$ cat config.mk
export PLATFORM = sky130hd
export DESIGN_NAME = csp_config_serial_port
export DESIGN_NICKNAME = d
export VERILOG_FILES = /design/src/rtl/csp_pkg.sv /design/src/rtl/csp_config_serial_port.sv
export VERILOG_INCLUDE_DIRS = /design/src /design/src/rtl
export SDC_FILE = /design/constraint.sdc
export NUM_CORES = 2
export LEC_CHECK = 0
export BUFFER_PORTS_ARGS = -buffer_cell sky130_fd_sc_hd__clkbuf_2
export CORE_MARGIN = 2
export CORE_UTILIZATION = 37
export CTS_BUF_LIST = sky130_fd_sc_hd__clkbuf_4
export DETAILED_ROUTE_END_ITERATION = 10
export PLACE_DENSITY = 0.67
export SLEW_MARGIN = 40
export SYNTH_ARGS = -nofsm -noshare
export SYNTH_HDL_FRONTEND = slang
export SYNTH_SLANG_ARGS = --single-unit
$ cat constraint.sdc
create_clock -name clk -period 4.4 [get_ports clk]
set_input_delay 0.22 -clock clk [delete_from_list [all_inputs] [get_ports clk]]
set_output_delay 0.22 -clock clk [all_outputs]
set_load 0.02 [all_outputs]
$ cat src/rtl/csp_cfg.svh
// Functional notes
// - Default link is three wires: serial clock, select low, shared data line.
// - Output control B bit 7 enables four-wire reads on auxiliary output.
// - Auxiliary output drives low after reset; 0x3B bit 3 floats it.
// - Header: direction bit on top, six address bits, lowest bit ignored.
// - Address and data bits travel most significant bit first.
// - With select low, header bits are sampled on serial clock rises.
// - Write: eight data bits on next eight rises; host holds select low.
// - Select rising before eight write bits aborts, register left unchanged.
// - Select held low for more bytes: address increments, short byte dropped.
// - Multibyte registers big-endian; value applied when low byte written.
// - Three-wire reads drive data only once readback enable 0x3A bit 3 set.
// - Read drives eight register bits on falling edges after the header.
// - Four-wire mode repeats read bits on auxiliary output, same timing.
// - Select rising after a read releases the data line to input.
// - Writing 0x99 to the revision register acts as a power-on reset.
`ifndef CSP_CFG_SVH
`define CSP_CFG_SVH
// ----------------------------------------
// Register addresses and bits
// ----------------------------------------
`define CSP_ADDR_ACQLOW 6'h16
`define CSP_ADDR_OUTCTLA 6'h18
`define CSP_ADDR_OUTCTLB 6'h19
`define CSP_ADDR_RATEDIV 6'h1a
`define CSP_FOURWIRE_BIT 7
`define CSP_ADDR_READBACK 6'h3a
`define CSP_READBACK_BIT 3
`define CSP_ADDR_AUXTRI 6'h3b
`define CSP_AUXTRI_BIT 3
`define CSP_ADDR_REVISION 6'h3f
`define CSP_SOFT_RESET_KEY 8'h99
// Arbitrary revision code
`define CSP_REVISION_VALUE 8'h5a
// ----------------------------------------
// Header layout
// ----------------------------------------
`define CSP_HDR_RW_BIT 7
`define CSP_HDR_ADDR_MSB 6
`define CSP_HDR_ADDR_LSB 1
`define CSP_LAST_BIT 3'h7
// ----------------------------------------
// Multibyte high bytes and reset values
// ----------------------------------------
`define CSP_MB_HIGH_MASK 64'h0000_0000_0020_0000
`define CSP_RST_16 8'h04
`define CSP_RST_18 8'h12
`define CSP_RST_19 8'h07
`define CSP_RST_1A 8'h01
`define CSP_RST_OTHER 8'h00
`endif

$ cat src/rtl/csp_pkg.sv
package csp_pkg;
  // Port sequencer states
  typedef enum logic [2:0] {
    CSP_IDLE = 3'b000,
    CSP_HEADER = 3'b001,
    CSP_WRITE = 3'b010,
    CSP_READ = 3'b011,
    CSP_HOLD = 3'b100
  } csp_state_type;
endpackage : csp_pkg

$ cat src/rtl/csp_config_serial_port.sv
`timescale 1ns/100ps
`include "csp_cfg.svh"
module csp_config_serial_port (
  // Clock and reset
  input wire logic clk,
  input wire logic reset,
  // Serial link pins
  input wire logic portSerialClock,
  input wire logic portSelectN,
  input wire logic portDataIn,
  output logic portDataOut,
  output logic portDataOe,
  output logic auxReadOut,
  output logic auxReadOe,
  // Device side
  output logic [511:0] cfgImage,
  output logic fourWireEnable,
  output logic readbackEnable,
  output logic powerOnResetReq
);

  // ----------------------------------------
  // Declarations
  // ----------------------------------------
  // Pin synchroniser stages
  logic [2:0] sclkSync;
  logic [2:0] selSync;
  logic [2:0] dataSync;
  logic sclkF, selF, dataF;
  logic sclkPrev;
  logic next_sclkF, next_selF, next_dataF;
  logic sclkRise, sclkFall;
  // Sequencer state
  csp_pkg::csp_state_type state, next_state;
  logic [2:0] bitCount, next_bitCount;
  logic [7:0] shiftReg, next_shiftReg;
  logic [5:0] addr, next_addr;
  // Next values of registered outputs
  logic next_portDataOut, next_portDataOe;
  logic next_auxReadOut;
  logic next_powerOnResetReq;
  // Write strobe into the byte store
  logic wrEn;
  logic [5:0] wrAddr;
  logic [7:0] wrData;
  logic [7:0] hdrByte;
  // Applied bytes and staged high bytes
  logic [7:0] liveReg [0:63];
  logic [7:0] holdReg [0:63];
  logic [7:0] next_liveReg [0:63];
  logic [7:0] next_holdReg [0:63];
  logic [63:0] mbHighMask;
  logic auxTristate;

  assign mbHighMask = `CSP_MB_HIGH_MASK;

  // Power-on value of one register
  function automatic logic [7:0] resetValue(input logic [5:0] a);
    case (a)
      `CSP_ADDR_ACQLOW: resetValue = `CSP_RST_16;
      `CSP_ADDR_OUTCTLA: resetValue = `CSP_RST_18;
      `CSP_ADDR_OUTCTLB: resetValue = `CSP_RST_19;
      `CSP_ADDR_RATEDIV: resetValue = `CSP_RST_1A;
      default: resetValue = `CSP_RST_OTHER;
    endcase
  endfunction : resetValue

  // Value seen by a read at one address
  function automatic logic [7:0] readValue(input logic [5:0] a);
    if (a == `CSP_ADDR_REVISION) begin
      readValue = `CSP_REVISION_VALUE;
    end else begin
      readValue = liveReg[a];
    end
  endfunction : readValue

  // Register address carried by a header byte
  function automatic logic [5:0] headerAddr(input logic [7:0] h);
    headerAddr = h[`CSP_HDR_ADDR_MSB:`CSP_HDR_ADDR_LSB];
  endfunction : headerAddr

  // ----------------------------------------
  // Pin synchronisers
  // ----------------------------------------
  // Filtered level follows once flops two and three agree
  always_comb begin
    next_sclkF = (sclkSync[1] == sclkSync[2]) ? sclkSync[2] : sclkF;
    next_selF = (selSync[1] == selSync[2]) ? selSync[2] : selF;
    next_dataF = (dataSync[1] == dataSync[2]) ? dataSync[2] : dataF;
  end

  // Three-stage capture of link pins
  always_ff @(posedge clk) begin
    if (reset) begin
      // Idle pin levels: clock low, select high
      sclkSync <= 3'h0;
      selSync <= 3'h7;
      dataSync <= 3'h0;
      sclkF <= 1'b0;
      selF <= 1'b1;
      dataF <= 1'b0;
      sclkPrev <= 1'b0;
    end else begin
      sclkSync <= {sclkSync[1:0], portSerialClock};
      selSync <= {selSync[1:0], portSelectN};
      dataSync <= {dataSync[1:0], portDataIn};
      sclkF <= next_sclkF;
      selF <= next_selF;
      dataF <= next_dataF;
      sclkPrev <= sclkF;
    end
  end

  // Serial clock edges
  assign sclkRise = sclkF & ~sclkPrev;
  assign sclkFall = ~sclkF & sclkPrev;

  // ----------------------------------------
  // Port sequencer
  // ----------------------------------------
  // Incoming byte with the newest bit at the bottom
  assign hdrByte = {shiftReg[6:0], dataF};

  // Next state of the serial sequencer
  always_comb begin
    next_state = state;
    next_bitCount = bitCount;
    next_shiftReg = shiftReg;
    next_addr = addr;
    next_portDataOut = portDataOut;
    next_portDataOe = portDataOe;
    next_auxReadOut = auxReadOut;
    next_powerOnResetReq = 1'b0;
    wrEn = 1'b0;
    wrAddr = addr;
    wrData = hdrByte;
    if (selF) begin
      next_state = csp_pkg::CSP_IDLE;
      next_bitCount = 3'h0;
      next_portDataOe = 1'b0;
      next_portDataOut = 1'b0;
      next_auxReadOut = 1'b0;
    end else begin
      unique case (state)
        csp_pkg::CSP_IDLE: begin
          next_state = csp_pkg::CSP_HEADER;
          next_bitCount = 3'h0;
        end
        csp_pkg::CSP_HEADER: begin
          if (sclkRise) begin
            next_shiftReg = hdrByte;
            next_bitCount = bitCount + 3'h1;
            if (bitCount == `CSP_LAST_BIT) begin
              next_addr = headerAddr(hdrByte);
              if (hdrByte[`CSP_HDR_RW_BIT]) begin
                next_state = csp_pkg::CSP_READ;
                // Read byte loaded as the header completes
                next_shiftReg = readValue(headerAddr(hdrByte));
              end else begin
                // Data bytes follow the header
                next_state = csp_pkg::CSP_WRITE;
              end
            end
          end
        end
        csp_pkg::CSP_WRITE: begin
          if (sclkRise) begin
            // Shift the next data bit in
            next_shiftReg = hdrByte;
            next_bitCount = bitCount + 3'h1;
            if (bitCount == `CSP_LAST_BIT) begin
              wrEn = 1'b1;
              if (addr == `CSP_ADDR_REVISION && hdrByte == `CSP_SOFT_RESET_KEY) begin
                next_powerOnResetReq = 1'b1;
              end
              next_addr = addr + 6'h01;
            end
          end
        end
        csp_pkg::CSP_READ: begin
          if (sclkFall) begin
            next_portDataOut = shiftReg[7];
            next_portDataOe = readbackEnable;
            next_auxReadOut = fourWireEnable & shiftReg[7];
            // Move the next bit to the top
            next_shiftReg = {shiftReg[6:0], 1'b0};
            next_bitCount = bitCount + 3'h1;
            if (bitCount == `CSP_LAST_BIT) begin
              next_state = csp_pkg::CSP_HOLD;
            end
          end
        end
        csp_pkg::CSP_HOLD: begin
          // Last read bit stands until select rises
          next_state = csp_pkg::CSP_HOLD;
        end
        default: begin
          next_state = csp_pkg::CSP_IDLE;
        end
      endcase
    end
  end

  // Sequencer registers
  always_ff @(posedge clk) begin
    if (reset) begin
      // Idle, data line released
      state <= csp_pkg::CSP_IDLE;
      bitCount <= 3'h0;
      shiftReg <= 8'h00;
      addr <= 6'h00;
      portDataOut <= 1'b0;
      portDataOe <= 1'b0;
      auxReadOut <= 1'b0;
      powerOnResetReq <= 1'b0;
    end else begin
      state <= next_state;
      bitCount <= next_bitCount;
      shiftReg <= next_shiftReg;
      addr <= next_addr;
      portDataOut <= next_portDataOut;
      portDataOe <= next_portDataOe;
      auxReadOut <= next_auxReadOut;
      powerOnResetReq <= next_powerOnResetReq;
    end
  end

  // ----------------------------------------
  // Register space
  // ----------------------------------------
  // Next contents of the byte store
  always_comb begin
    next_liveReg = liveReg;
    next_holdReg = holdReg;
    if (powerOnResetReq) begin
      for (int i = 0; i < 64; i++) begin
        next_liveReg[i] = resetValue(6'(i));
        next_holdReg[i] = 8'h00;
      end
    end else if (wrEn && wrAddr != `CSP_ADDR_REVISION) begin
      if (mbHighMask[wrAddr]) begin
        next_holdReg[wrAddr] = wrData;
      end else begin
        next_liveReg[wrAddr] = wrData;
        if (wrAddr != 6'h00 && mbHighMask[wrAddr - 6'h01]) begin
          next_liveReg[wrAddr - 6'h01] = holdReg[wrAddr - 6'h01];
        end
      end
    end
  end

  // Byte store registers
  always_ff @(posedge clk) begin
    if (reset) begin
      // Power-on contents
      for (int i = 0; i < 64; i++) begin
        liveReg[i] <= resetValue(6'(i));
        holdReg[i] <= 8'h00;
      end
    end else begin
      liveReg <= next_liveReg;
      holdReg <= next_holdReg;
    end
  end

  // Flat image for the rest of the device
  generate
    for (genvar g = 0; g < 64; g++) begin : gImage
      assign cfgImage[g*8 +: 8] = liveReg[g];
    end
  endgenerate

  // ----------------------------------------
  // Control bit decode
  // ----------------------------------------
  // four-wire select
  assign fourWireEnable = liveReg[`CSP_ADDR_OUTCTLB][`CSP_FOURWIRE_BIT];
  assign readbackEnable = liveReg[`CSP_ADDR_READBACK][`CSP_READBACK_BIT];
  // Aux float control
  assign auxTristate = liveReg[`CSP_ADDR_AUXTRI][`CSP_AUXTRI_BIT];
  assign auxReadOe = ~auxTristate;

endmodule : csp_config_serial_port

; ---- After elaboration in Yosys (flattened, before gate mapping)
; Memory sizes are Yosys's and may differ from the RTL's. A register that Yosys moved wholly into a read port is not among the register bits.
; Cells that the tools add are included.
[totals]
register_bits = 1061
romBits = 128
inputBits = 5
out_inout_bits = 519
mem_count = 2
[op_classes]
addsub = 3
n_lt_le_gt_ge = 7
n_eq_ne = 19
mux = 44
n_bitwise = 14
n_reduce_logical = 21
[memory_table]
columns = name, words, width, rd, rd_ports_with_merged_regs, wr, line
row1 = (no name shown), 64, 1, 1, 0, 0, csp_config_serial_port.sv:245  ; if (wrAddr != 6'h00 && mbHighMask[wrAddr - 6'h01]) begin
row2 = (no name shown), 64, 1, 1, 1, 0, csp_config_serial_port.sv:241  ; if (mbHighMask[wrAddr]) begin
[op_table]
columns = operator, count
row1 = bitwise mux 512 bit, 3
row2 = two-way mux 512 bit, 1
row3 = binary-select mux 8 bit (select 6 bit), 2
row4 = demux 8 bit (select 6 bit), 2
row5 = two-way mux 8 bit, 12
row6 = two-way mux 6 bit, 6
row7 = case mux 8 bit (3 select lines), 1
row8 = "greater-or-equal comparator 7 bit, second input constant", 3
row9 = NOT 6 -> 7 bit, 3
row10 = two-way mux 3 bit, 6
row11 = case mux 3 bit (5 select lines), 1
row12 = "< comparator 6 x 7 -> 1 bit, second input constant", 2
row13 = "< comparator 7 x 1 -> 1 bit, second input constant", 2
row14 = "equality test 6 bit, second input constant", 2
row15 = "inequality test 2 bit, second input constant", 6
row16 = case mux 6 bit (2 select lines), 1
row17 = AND reduction 5 bit, 2
row18 = case mux 3 bit (3 select lines), 1
row19 = "equality test 8 bit, second input constant", 1
row20 = two-way mux 1 bit, 8
row21 = NOT 1 bit, 8
row22 = "adder 6 x 1 -> 6 bit, second input constant", 1
row23 = "equality test 3 x 2 -> 1 bit, second input constant", 2
row24 = "equality test 3 bit, second input constant", 2
row25 = 17 further kinds, 30

; ---- Logic depth before layout (Yosys ltp)
[logic_depth]
word_depth = 9
ltp_mapped = 14

; ---- Least setup slack after synthesis
; Ideal clock, no wire load.
[synth_path]
kind = reg2reg
from = register addr[1]
to = register liveReg, in the netlist cfgImage[173]
arrival_ns = 3.267
required_time_ns = 4.281
slack_ns = 1.014
path_stages_with_launch = 13
synth_period_minus_slack_ns = 3.386
path_cell_list = dfxtp_1 clkbuf_1 clkbuf_1 inv_1 ha_1 buf_2 buf_1 clkbuf_1 mux2i_1 nor3_1 a2111oi_0 nor2_1 o221a_2
[synth_via]
elab_chain_len = 8
elab_cells_between_ends = 26
classes_between = add/sub (1) / order compare (4) / eq/ne (1) / mux (11) / bitwise (2) / reduce/logical (6) / memory (1)
[synth_lines]
columns = item, line
row1 = "start, declared", csp_config_serial_port.sv:37  ; logic [5:0] addr, next_addr;
row2 = "start signal, assigned", csp_config_serial_port.sv:220  ; addr <= next_addr;
row3 = subtractor 6 x 1 -> 6 bit / NOT 6 -> 7 bit (equally long branches), "csp_config_serial_port.sv:245, csp_config_serial_port.sv:246, csp_config_serial_port.sv:244"
row4 = NOT 6 -> 7 bit (implied by the code) (tied with other cells), csp_config_serial_port.sv:246  ; next_liveReg[wrAddr - 6'h01] = holdReg[wrAddr - 6'h01];
row5 = greater-or-equal comparator 7 bit (implied by the code) (tied with other cells), csp_config_serial_port.sv:246
row6 = logical AND 1 bit (implied by the code) / two-way mux 8 bit (equally long branches), "csp_config_serial_port.sv:246, csp_config_serial_port.sv:244"
row7 = two-way mux 8 bit (implied by the code) / demux 8 bit (select 6 bit) (equally long branches), "csp_config_serial_port.sv:246, csp_config_serial_port.sv:244"
row8 = demux 8 bit (select 6 bit) / bitwise mux 512 bit (equally long branches), "csp_config_serial_port.sv:246, csp_config_serial_port.sv:244"
row9 = bitwise mux 512 bit, csp_config_serial_port.sv:246
row10 = two-way mux 512 bit, csp_config_serial_port.sv:245
row11 = "end signal, assigned by index", csp_config_serial_port.sv:257  ; liveReg[i] <= resetValue(6'(i));
row12 = "end signal, assigned", csp_config_serial_port.sv:261  ; liveReg <= next_liveReg;
row13 = "end, declared", csp_config_serial_port.sv:48  ; logic [7:0] liveReg [0:63];
; Several ways; a longest one is shown, not always the timed one. The select of a mux whose other input is x is not followed.
; A chain may end at the register's enable or synchronous reset.

; ---- Worst setup path in the final report
[layout_path]
from = register bitCount[0]
to = register liveReg, in the netlist cfgImage[319]
[layout_via]
elab_chain_len = 7
[layout_lines]
columns = item, line
row1 = "start, declared", csp_config_serial_port.sv:35  ; logic [2:0] bitCount, next_bitCount;
row2 = "start signal, assigned", csp_config_serial_port.sv:218  ; bitCount <= next_bitCount;
row3 = equality test 3 bit (no source line), n/a
row4 = two-way mux 1 bit, csp_config_serial_port.sv:171  ; if (bitCount == `CSP_LAST_BIT) begin
row5 = two-way mux 1 bit, csp_config_serial_port.sv:167  ; if (sclkRise) begin
row6 = two-way mux 1 bit, csp_config_serial_port.sv:144  ; unique case (state)
row7 = two-way mux 1 bit, csp_config_serial_port.sv:137  ; if (selF) begin
row8 = logical AND 1 bit (no source line), n/a
row9 = AND reduction 2 bit (no source line), n/a
; Every way passes these cells.

==> flow_summary.html <==
<table>
<tr><th>Metric</th><th>Value</th></tr>
<tr><th colspan="2">GRT</th></tr>
<tr><td>GR Util All Layers</td><td>29.8%</td></tr>
<tr><td>Vias in the first global route</td><td>about 34,000</td></tr>
<tr><td>Wire length of the first global-routing pass</td><td>230 mm</td></tr>
<tr><td>Pin count of the biggest net entering global routing</td><td>133</td></tr>
<tr><td>Antenna violations before repair</td><td>4</td></tr>
<tr><td>Remaining Overflow, GRT</td><td>0</td></tr>
<tr><th colspan="2">Worst setup path</th></tr>
<tr><td>Path type of the worst setup path</td><td>reg -&gt; reg</td></tr>
<tr><td>Worst R2R Start</td><td>bitCount[0]$_SDFFE_PP0P_</td></tr>
<tr><td>Startpoint types</td><td>flop</td></tr>
<tr><td>End of the worst register-to-register path</td><td>cfgImage[319]$_SDFFE_PP0P_</td></tr>
<tr><td>Data arrival at the endpoint of the critical path</td><td>4.69 ns</td></tr>
<tr><td>Number of cells traversed by the worst register-to-register path</td><td>10</td></tr>
<tr><td>Endpoint kind of the worst setup timing path</td><td>flop</td></tr>
<tr><td>Data required time of the worst path</td><td>between 5 and 6 ns</td></tr>
<tr><td>Crit path to</td><td>cfgImage[319]$_SDFFE_PP0P_</td></tr>
<tr><td>R2R Setup Slk</td><td>0.72 ns</td></tr>
<tr><td>Critical path startpoint</td><td>bitCount[0]$_SDFFE_PP0P_</td></tr>
<tr><td>Critical-path maximum fanout</td><td>20</td></tr>
<tr><th colspan="2">Placement</th></tr>
<tr><td>Place WS</td><td>between 0.8 and 0.9 ns</td></tr>
<tr><td>Placed cell area</td><td>40,300 sq um</td></tr>
<tr><td>Total of buffers placed on input and output ports</td><td>about 520</td></tr>
<tr><td>Post-DP HPWL</td><td>approximately 110 mm</td></tr>
<tr><td>Number of cells in the design after placement</td><td>5,974</td></tr>
<tr><td>Routability-driven placement congestion ratio</td><td>0.948</td></tr>
<tr><th colspan="2">Yosys</th></tr>
<tr><td>Flip-flop and latch count after synthesis</td><td>about 800</td></tr>
<tr><td>Cell variety after synth</td><td>75</td></tr>
<tr><td>Main synth FF type</td><td>sky130_fd_sc_hd__dfxtp_1</td></tr>
<tr><td>Net Count, Synth</td><td>4,498</td></tr>
<tr><td>Async S/R FF share, synth</td><td>0%</td></tr>
<tr><td>Post-Synthesis Cells</td><td>4,488</td></tr>
<tr><td>Warnings, synthesis</td><td>0</td></tr>
<tr><td>Netlist Area Pre-Place</td><td>approximately 37,000 sq um</td></tr>
<tr><td>Mean area per synthesized cell</td><td>8.14 sq um</td></tr>
<tr><td>Register area share after synthesis</td><td>43.7%</td></tr>
<tr><td>Post-synth EDFFs</td><td>0</td></tr>
<tr><th colspan="2">Power and ir drop</th></tr>
<tr><td>Net switching share of the total power</td><td>roughly 24%</td></tr>
<tr><td>Clock power share</td><td>between 40 and 50%</td></tr>
<tr><td>Leak</td><td>about 0.015 uW</td></tr>
<tr><td>P_sw</td><td>3320 uW</td></tr>
<tr><td>Int Pwr</td><td>~10,000 uW</td></tr>
<tr><td>Sequential power share</td><td>a little over half</td></tr>
<tr><td>Cell area power density</td><td>321 nW/um^2</td></tr>
<tr><td>Fraction of power consumed by combinational cells</td><td>1.2%</td></tr>
<tr><td>Maximum ir drop on the vdd rail</td><td>0.185 mV</td></tr>
<tr><th colspan="2">Clock tree</th></tr>
<tr><td>Register clock-pin slew on the reported worst setup and hold paths</td><td>0.07 ns</td></tr>
<tr><td>Total setup buffers inserted after CTS</td><td>0</td></tr>
<tr><td>H-Tree Depth</td><td>4</td></tr>
<tr><td>Clock latency on the worst-skew pair</td><td>1.14 ns</td></tr>
<tr><td>Maximum buffer depth of the clock tree</td><td>3</td></tr>
<tr><td>Number of clock sinks seen by CTS</td><td>between 700 and 800</td></tr>
<tr><td>Cell at the root of the clock tree</td><td>sky130_fd_sc_hd__clkbuf_4</td></tr>
<tr><td>CTS tree</td><td>yes</td></tr>
<tr><td>Total clock buffers created by CTS</td><td>198</td></tr>
<tr><td>Post-cts gate resize count</td><td>0</td></tr>
<tr><th colspan="2">STA</th></tr>
<tr><td>Setup violation total in the final timing report</td><td>0</td></tr>
<tr><td>Transition time at the pin with the least slew margin</td><td>a little over 0.9 ns</td></tr>
<tr><td>Min cycle time layout</td><td>3.68 ns</td></tr>
<tr><td>Summed negative setup slack over all endpoints</td><td>0 ns</td></tr>
<tr><td>Max-slew headroom</td><td>37.8%</td></tr>
<tr><td>Worst Clk Skew</td><td>0.0668 ns</td></tr>
<tr><td>Achievable Freq</td><td>roughly 270 MHz</td></tr>
<tr><td>Max Transition Viols Final</td><td>0</td></tr>
<tr><td>Final WS setup</td><td>0.716 ns</td></tr>
<tr><td>Setup repair after global routing missed its margin</td><td>no</td></tr>
<tr><td>Final critical-path share of the clock period</td><td>a little over four fifths</td></tr>
<tr><td>Hold Vio Cnt, Final</td><td>0</td></tr>
<tr><th colspan="2">Die</th></tr>
<tr><td>Number of top-level pins</td><td>approximately 520</td></tr>
<tr><td>Die ar.</td><td>slightly above 100,000 sq um</td></tr>
<tr><td>Initial core utilization</td><td>a little under two fifths</td></tr>
<tr><td>Floorplan die height</td><td>318 microns</td></tr>
<tr><td>Core area</td><td>98,100 sq um</td></tr>
<tr><td>Die W</td><td>318 microns</td></tr>
<tr><td>Num rows</td><td>115</td></tr>
<tr><th colspan="2">Cells and area</th></tr>
<tr><td>Area added between synthesis and finish</td><td>17.3%</td></tr>
<tr><td>Number of nets at the end of the flow</td><td>between 4,000 and 5,000</td></tr>
<tr><td>Finished layout cell area</td><td>42,800 sq um</td></tr>
<tr><td>Fraction of layout instances using a drive strength above 1</td><td>24.6%</td></tr>
<tr><td>Number of non-filler instances in the completed layout</td><td>6,322</td></tr>
<tr><td># fillers</td><td>9,773</td></tr>
<tr><th colspan="2">Route</th></tr>
<tr><td>DRC violation count after routing</td><td>0</td></tr>
<tr><td>First-pass iteration count of the detailed router</td><td>6</td></tr>
<tr><td>Iteration-0 DRC Markers</td><td>5,085</td></tr>
<tr><td>Post-detailed-route via-to-cell ratio</td><td>roughly 6.0</td></tr>
<tr><td>Vias post-DR</td><td>37,760</td></tr>
<tr><td>Aggregate routed wire length</td><td>between 150 and 200 mm</td></tr>
<tr><td>Wirelength per Cell</td><td>between 20 and 25 microns</td></tr>
<tr><td>Number of nets with antenna violations after routing</td><td>0</td></tr>
<tr><th colspan="2">Flow run</th></tr>
<tr><td>Maxcap violations</td><td>0</td></tr>
<tr><th colspan="2">Outcome</th></tr>
<tr><td>Outcome</td><td>complete, no violations</td></tr>
<tr><th colspan="2">Min path</th></tr>
<tr><td>Type of the most critical hold path</td><td>reg -&gt; reg</td></tr>
</table>
==> state kept, by name, indices dropped and copies added, names as in the netlist, named ones only <==
register / cells
state: 3
sclkSync: 3
sclkF: 1
bitCount: 3
selF: 1
portDataOe: 1
shiftReg: 8
cfgImage: 512
auxReadOut: 1
dataSync: 3
holdReg: 248
portDataOut: 1
dataF: 1
addr: 6
sclkPrev: 1
selSync: 3
powerOnResetReq: 1
==> power groups by stage <==
stage / Sequential (uW) / Combinational, uW / Clock, uW
4_1_cts: 7220 / 155 / 6350
3_3_place_gp: 7390 / 148 / 0
2_1_floorplan: 7390 / 110 / 0
3_5_place_dp: 7390 / 148 / 0
6_report: 7220 / 162 / 6360
5_1_grt: 7220 / 167 / 6760
==> repair_timing <==
item	CTS	global route
hold buffers	10	0
hold endpoints to repair	23	0
setup endpoints to repair	0	0
==> critical path, stage by stage, from the launching register on <==
cell and delay, ns:
sky130_fd_sc_hd__dfxtp_1 0.36, sky130_fd_sc_hd__ha_1 0.16, sky130_fd_sc_hd__ha_1 0.13, sky130_fd_sc_hd__buf_4 0.17, sky130_fd_sc_hd__nand3b_1 0.26, sky130_fd_sc_hd__a2111oi_4 0.53, sky130_fd_sc_hd__buf_4 0.32, sky130_fd_sc_hd__nand2_2 0.52
sky130_fd_sc_hd__nor2_1 0.79, sky130_fd_sc_hd__mux2i_1 0.27, sky130_fd_sc_hd__nor2_1 0.05
==> kinds of logic (layout without fill, tap and decap cells) <==
kind of cell / count (synthesis) / count (layout) / synth area share, %
buf+inv: 475 / 1018 / 5.28
flops: 798 / 798 / 43.7
compound gates: 1007 / 1007 / 15.2
simple gates: 1924 / 1924 / 22.3
mux: 273 / 273 / 13.2
other cells: 0 / 4 / 0
xor+xnor: 6 / 6 / 0.144
fa+ha+maj: 5 / 5 / 0.171
==> cell usage after synthesis (9+ instances only) <==
library cell / count / area (sq um)
sky130_fd_sc_hd__a221oi_1: 16 / 140
sky130_fd_sc_hd__mux4_2: 166 / 3740
sky130_fd_sc_hd__and3_1: 10 / 62.6
sky130_fd_sc_hd__nor2b_1: 21 / 131
sky130_fd_sc_hd__nor2_4: 12 / 135
sky130_fd_sc_hd__clkbuf_1: 341 / 1280
sky130_fd_sc_hd__nand2_1: 1270 / 4770
sky130_fd_sc_hd__nand3_1: 286 / 1430
sky130_fd_sc_hd__a31oi_1: 29 / 181
sky130_fd_sc_hd__o21ai_0: 121 / 606
sky130_fd_sc_hd__a21oi_1: 724 / 3620
sky130_fd_sc_hd__mux2i_1: 98 / 981
sky130_fd_sc_hd__and2_1: 10 / 62.6
sky130_fd_sc_hd__dfxtp_1: 798 / 16000
sky130_fd_sc_hd__buf_4: 14 / 105
sky130_fd_sc_hd__inv_1: 9 / 33.8
sky130_fd_sc_hd__buf_2: 73 / 365
sky130_fd_sc_hd__nor2_1: 197 / 739
sky130_fd_sc_hd__buf_1: 36 / 135
sky130_fd_sc_hd__o221ai_1: 26 / 228
sky130_fd_sc_hd__nor2_2: 14 / 87.6
sky130_fd_sc_hd__nand2b_1: 11 / 68.8
sky130_fd_sc_hd__o211ai_1: 9 / 67.6
sky130_fd_sc_hd__mux2_2: 9 / 101
sky130_fd_sc_hd__a211oi_1: 14 / 105
sky130_fd_sc_hd__o22ai_1: 13 / 81.3
sky130_fd_sc_hd__nor3_1: 22 / 110
sky130_fd_sc_hd__or2_2: 10 / 62.6
==> worst min path at each step <==
stage                         startpoint                        end  slack, ns  depth (start not counted)
6_report       holdReg[306]$_SDFFE_PP0P_  holdReg[306]$_SDFFE_PP0P_       0.45                          2
5_1_grt                            reset         sclkF$_SDFFE_PP0N_       0.44                          3
4_1_cts                            reset   shiftReg[7]$_SDFFE_PP0P_       0.35                          3
3_5_place_dp      dataSync[0]$_SDFF_PP0_     dataSync[1]$_SDFF_PP0_       0.43                          1
3_3_place_gp      dataSync[2]$_SDFF_PP0_         dataF$_SDFFE_PP0N_       0.43                          2
2_1_floorplan                portSelectN      selSync[0]$_SDFF_PP1_       0.32                          1
==> area by class of cell <==
type                    count  area (sq um)  share of cell area, %
well taps                1287          1610                   3.76
inverters                  11          41.3                 0.0964
diodes                      4          10.0                 0.0234
flip-flops and latches    798         16000                   37.4
repair buffers            673          3980                   9.28
multi-input cells        3215         18800                   43.8
clock buffers             298          2240                   5.22
clock inverters            36           200                  0.467
==> metrics by stage <==
stage                     utilization [%]  power (uW)  hold slack (ns)
final                                43.7       13700            0.451
after global routing                 43.7       14100            0.440
after CTS                            43.6       13700            0.355
after detailed placement             41.0        7530            0.433
after global placement               40.9        7530            0.434
after floorplan                         -        7500            0.324
==> layout by cell type, fill, tap and decap left out, types with 9 or more instances in the layout <==
cell | Yosys | layout
sky130_fd_sc_hd__clkinv_1 | 1 | 25
sky130_fd_sc_hd__nand3_1 | 286 | 286
sky130_fd_sc_hd__mux4_2 | 166 | 166
sky130_fd_sc_hd__o22ai_1 | 13 | 13
sky130_fd_sc_hd__buf_12 | 0 | 16
sky130_fd_sc_hd__dfxtp_1 | 798 | 789
sky130_fd_sc_hd__o211ai_1 | 9 | 9
sky130_fd_sc_hd__nor2_2 | 14 | 20
sky130_fd_sc_hd__and2_1 | 10 | 9
sky130_fd_sc_hd__nor2_4 | 12 | 15
sky130_fd_sc_hd__nor2_1 | 197 | 188
sky130_fd_sc_hd__nor3_1 | 22 | 19
sky130_fd_sc_hd__or2_2 | 10 | 10
sky130_fd_sc_hd__mux2i_1 | 98 | 98
sky130_fd_sc_hd__clkbuf_4 | 0 | 298
sky130_fd_sc_hd__clkbuf_2 | 0 | 523
sky130_fd_sc_hd__a211oi_1 | 14 | 12
sky130_fd_sc_hd__a21oi_1 | 724 | 724
sky130_fd_sc_hd__a221oi_1 | 16 | 16
sky130_fd_sc_hd__mux2_2 | 9 | 9
sky130_fd_sc_hd__a31oi_1 | 29 | 29
sky130_fd_sc_hd__and3_1 | 10 | 9
sky130_fd_sc_hd__buf_4 | 14 | 123
sky130_fd_sc_hd__dlygate4sd3_1 | 0 | 10
sky130_fd_sc_hd__nand2b_1 | 11 | 11
sky130_fd_sc_hd__nor2b_1 | 21 | 21
sky130_fd_sc_hd__nand2_1 | 1270 | 1269
sky130_fd_sc_hd__o221ai_1 | 26 | 26
sky130_fd_sc_hd__o21ai_0 | 121 | 120
==> layer usage <==
layer  track usage (%)  wire length [microns]
met2              43.9                  67600
met4              14.0                   7610
met3              9.57                  21900
met1              39.4                  59900
met5                 0                      0
(Power assumes the default switching activity.)
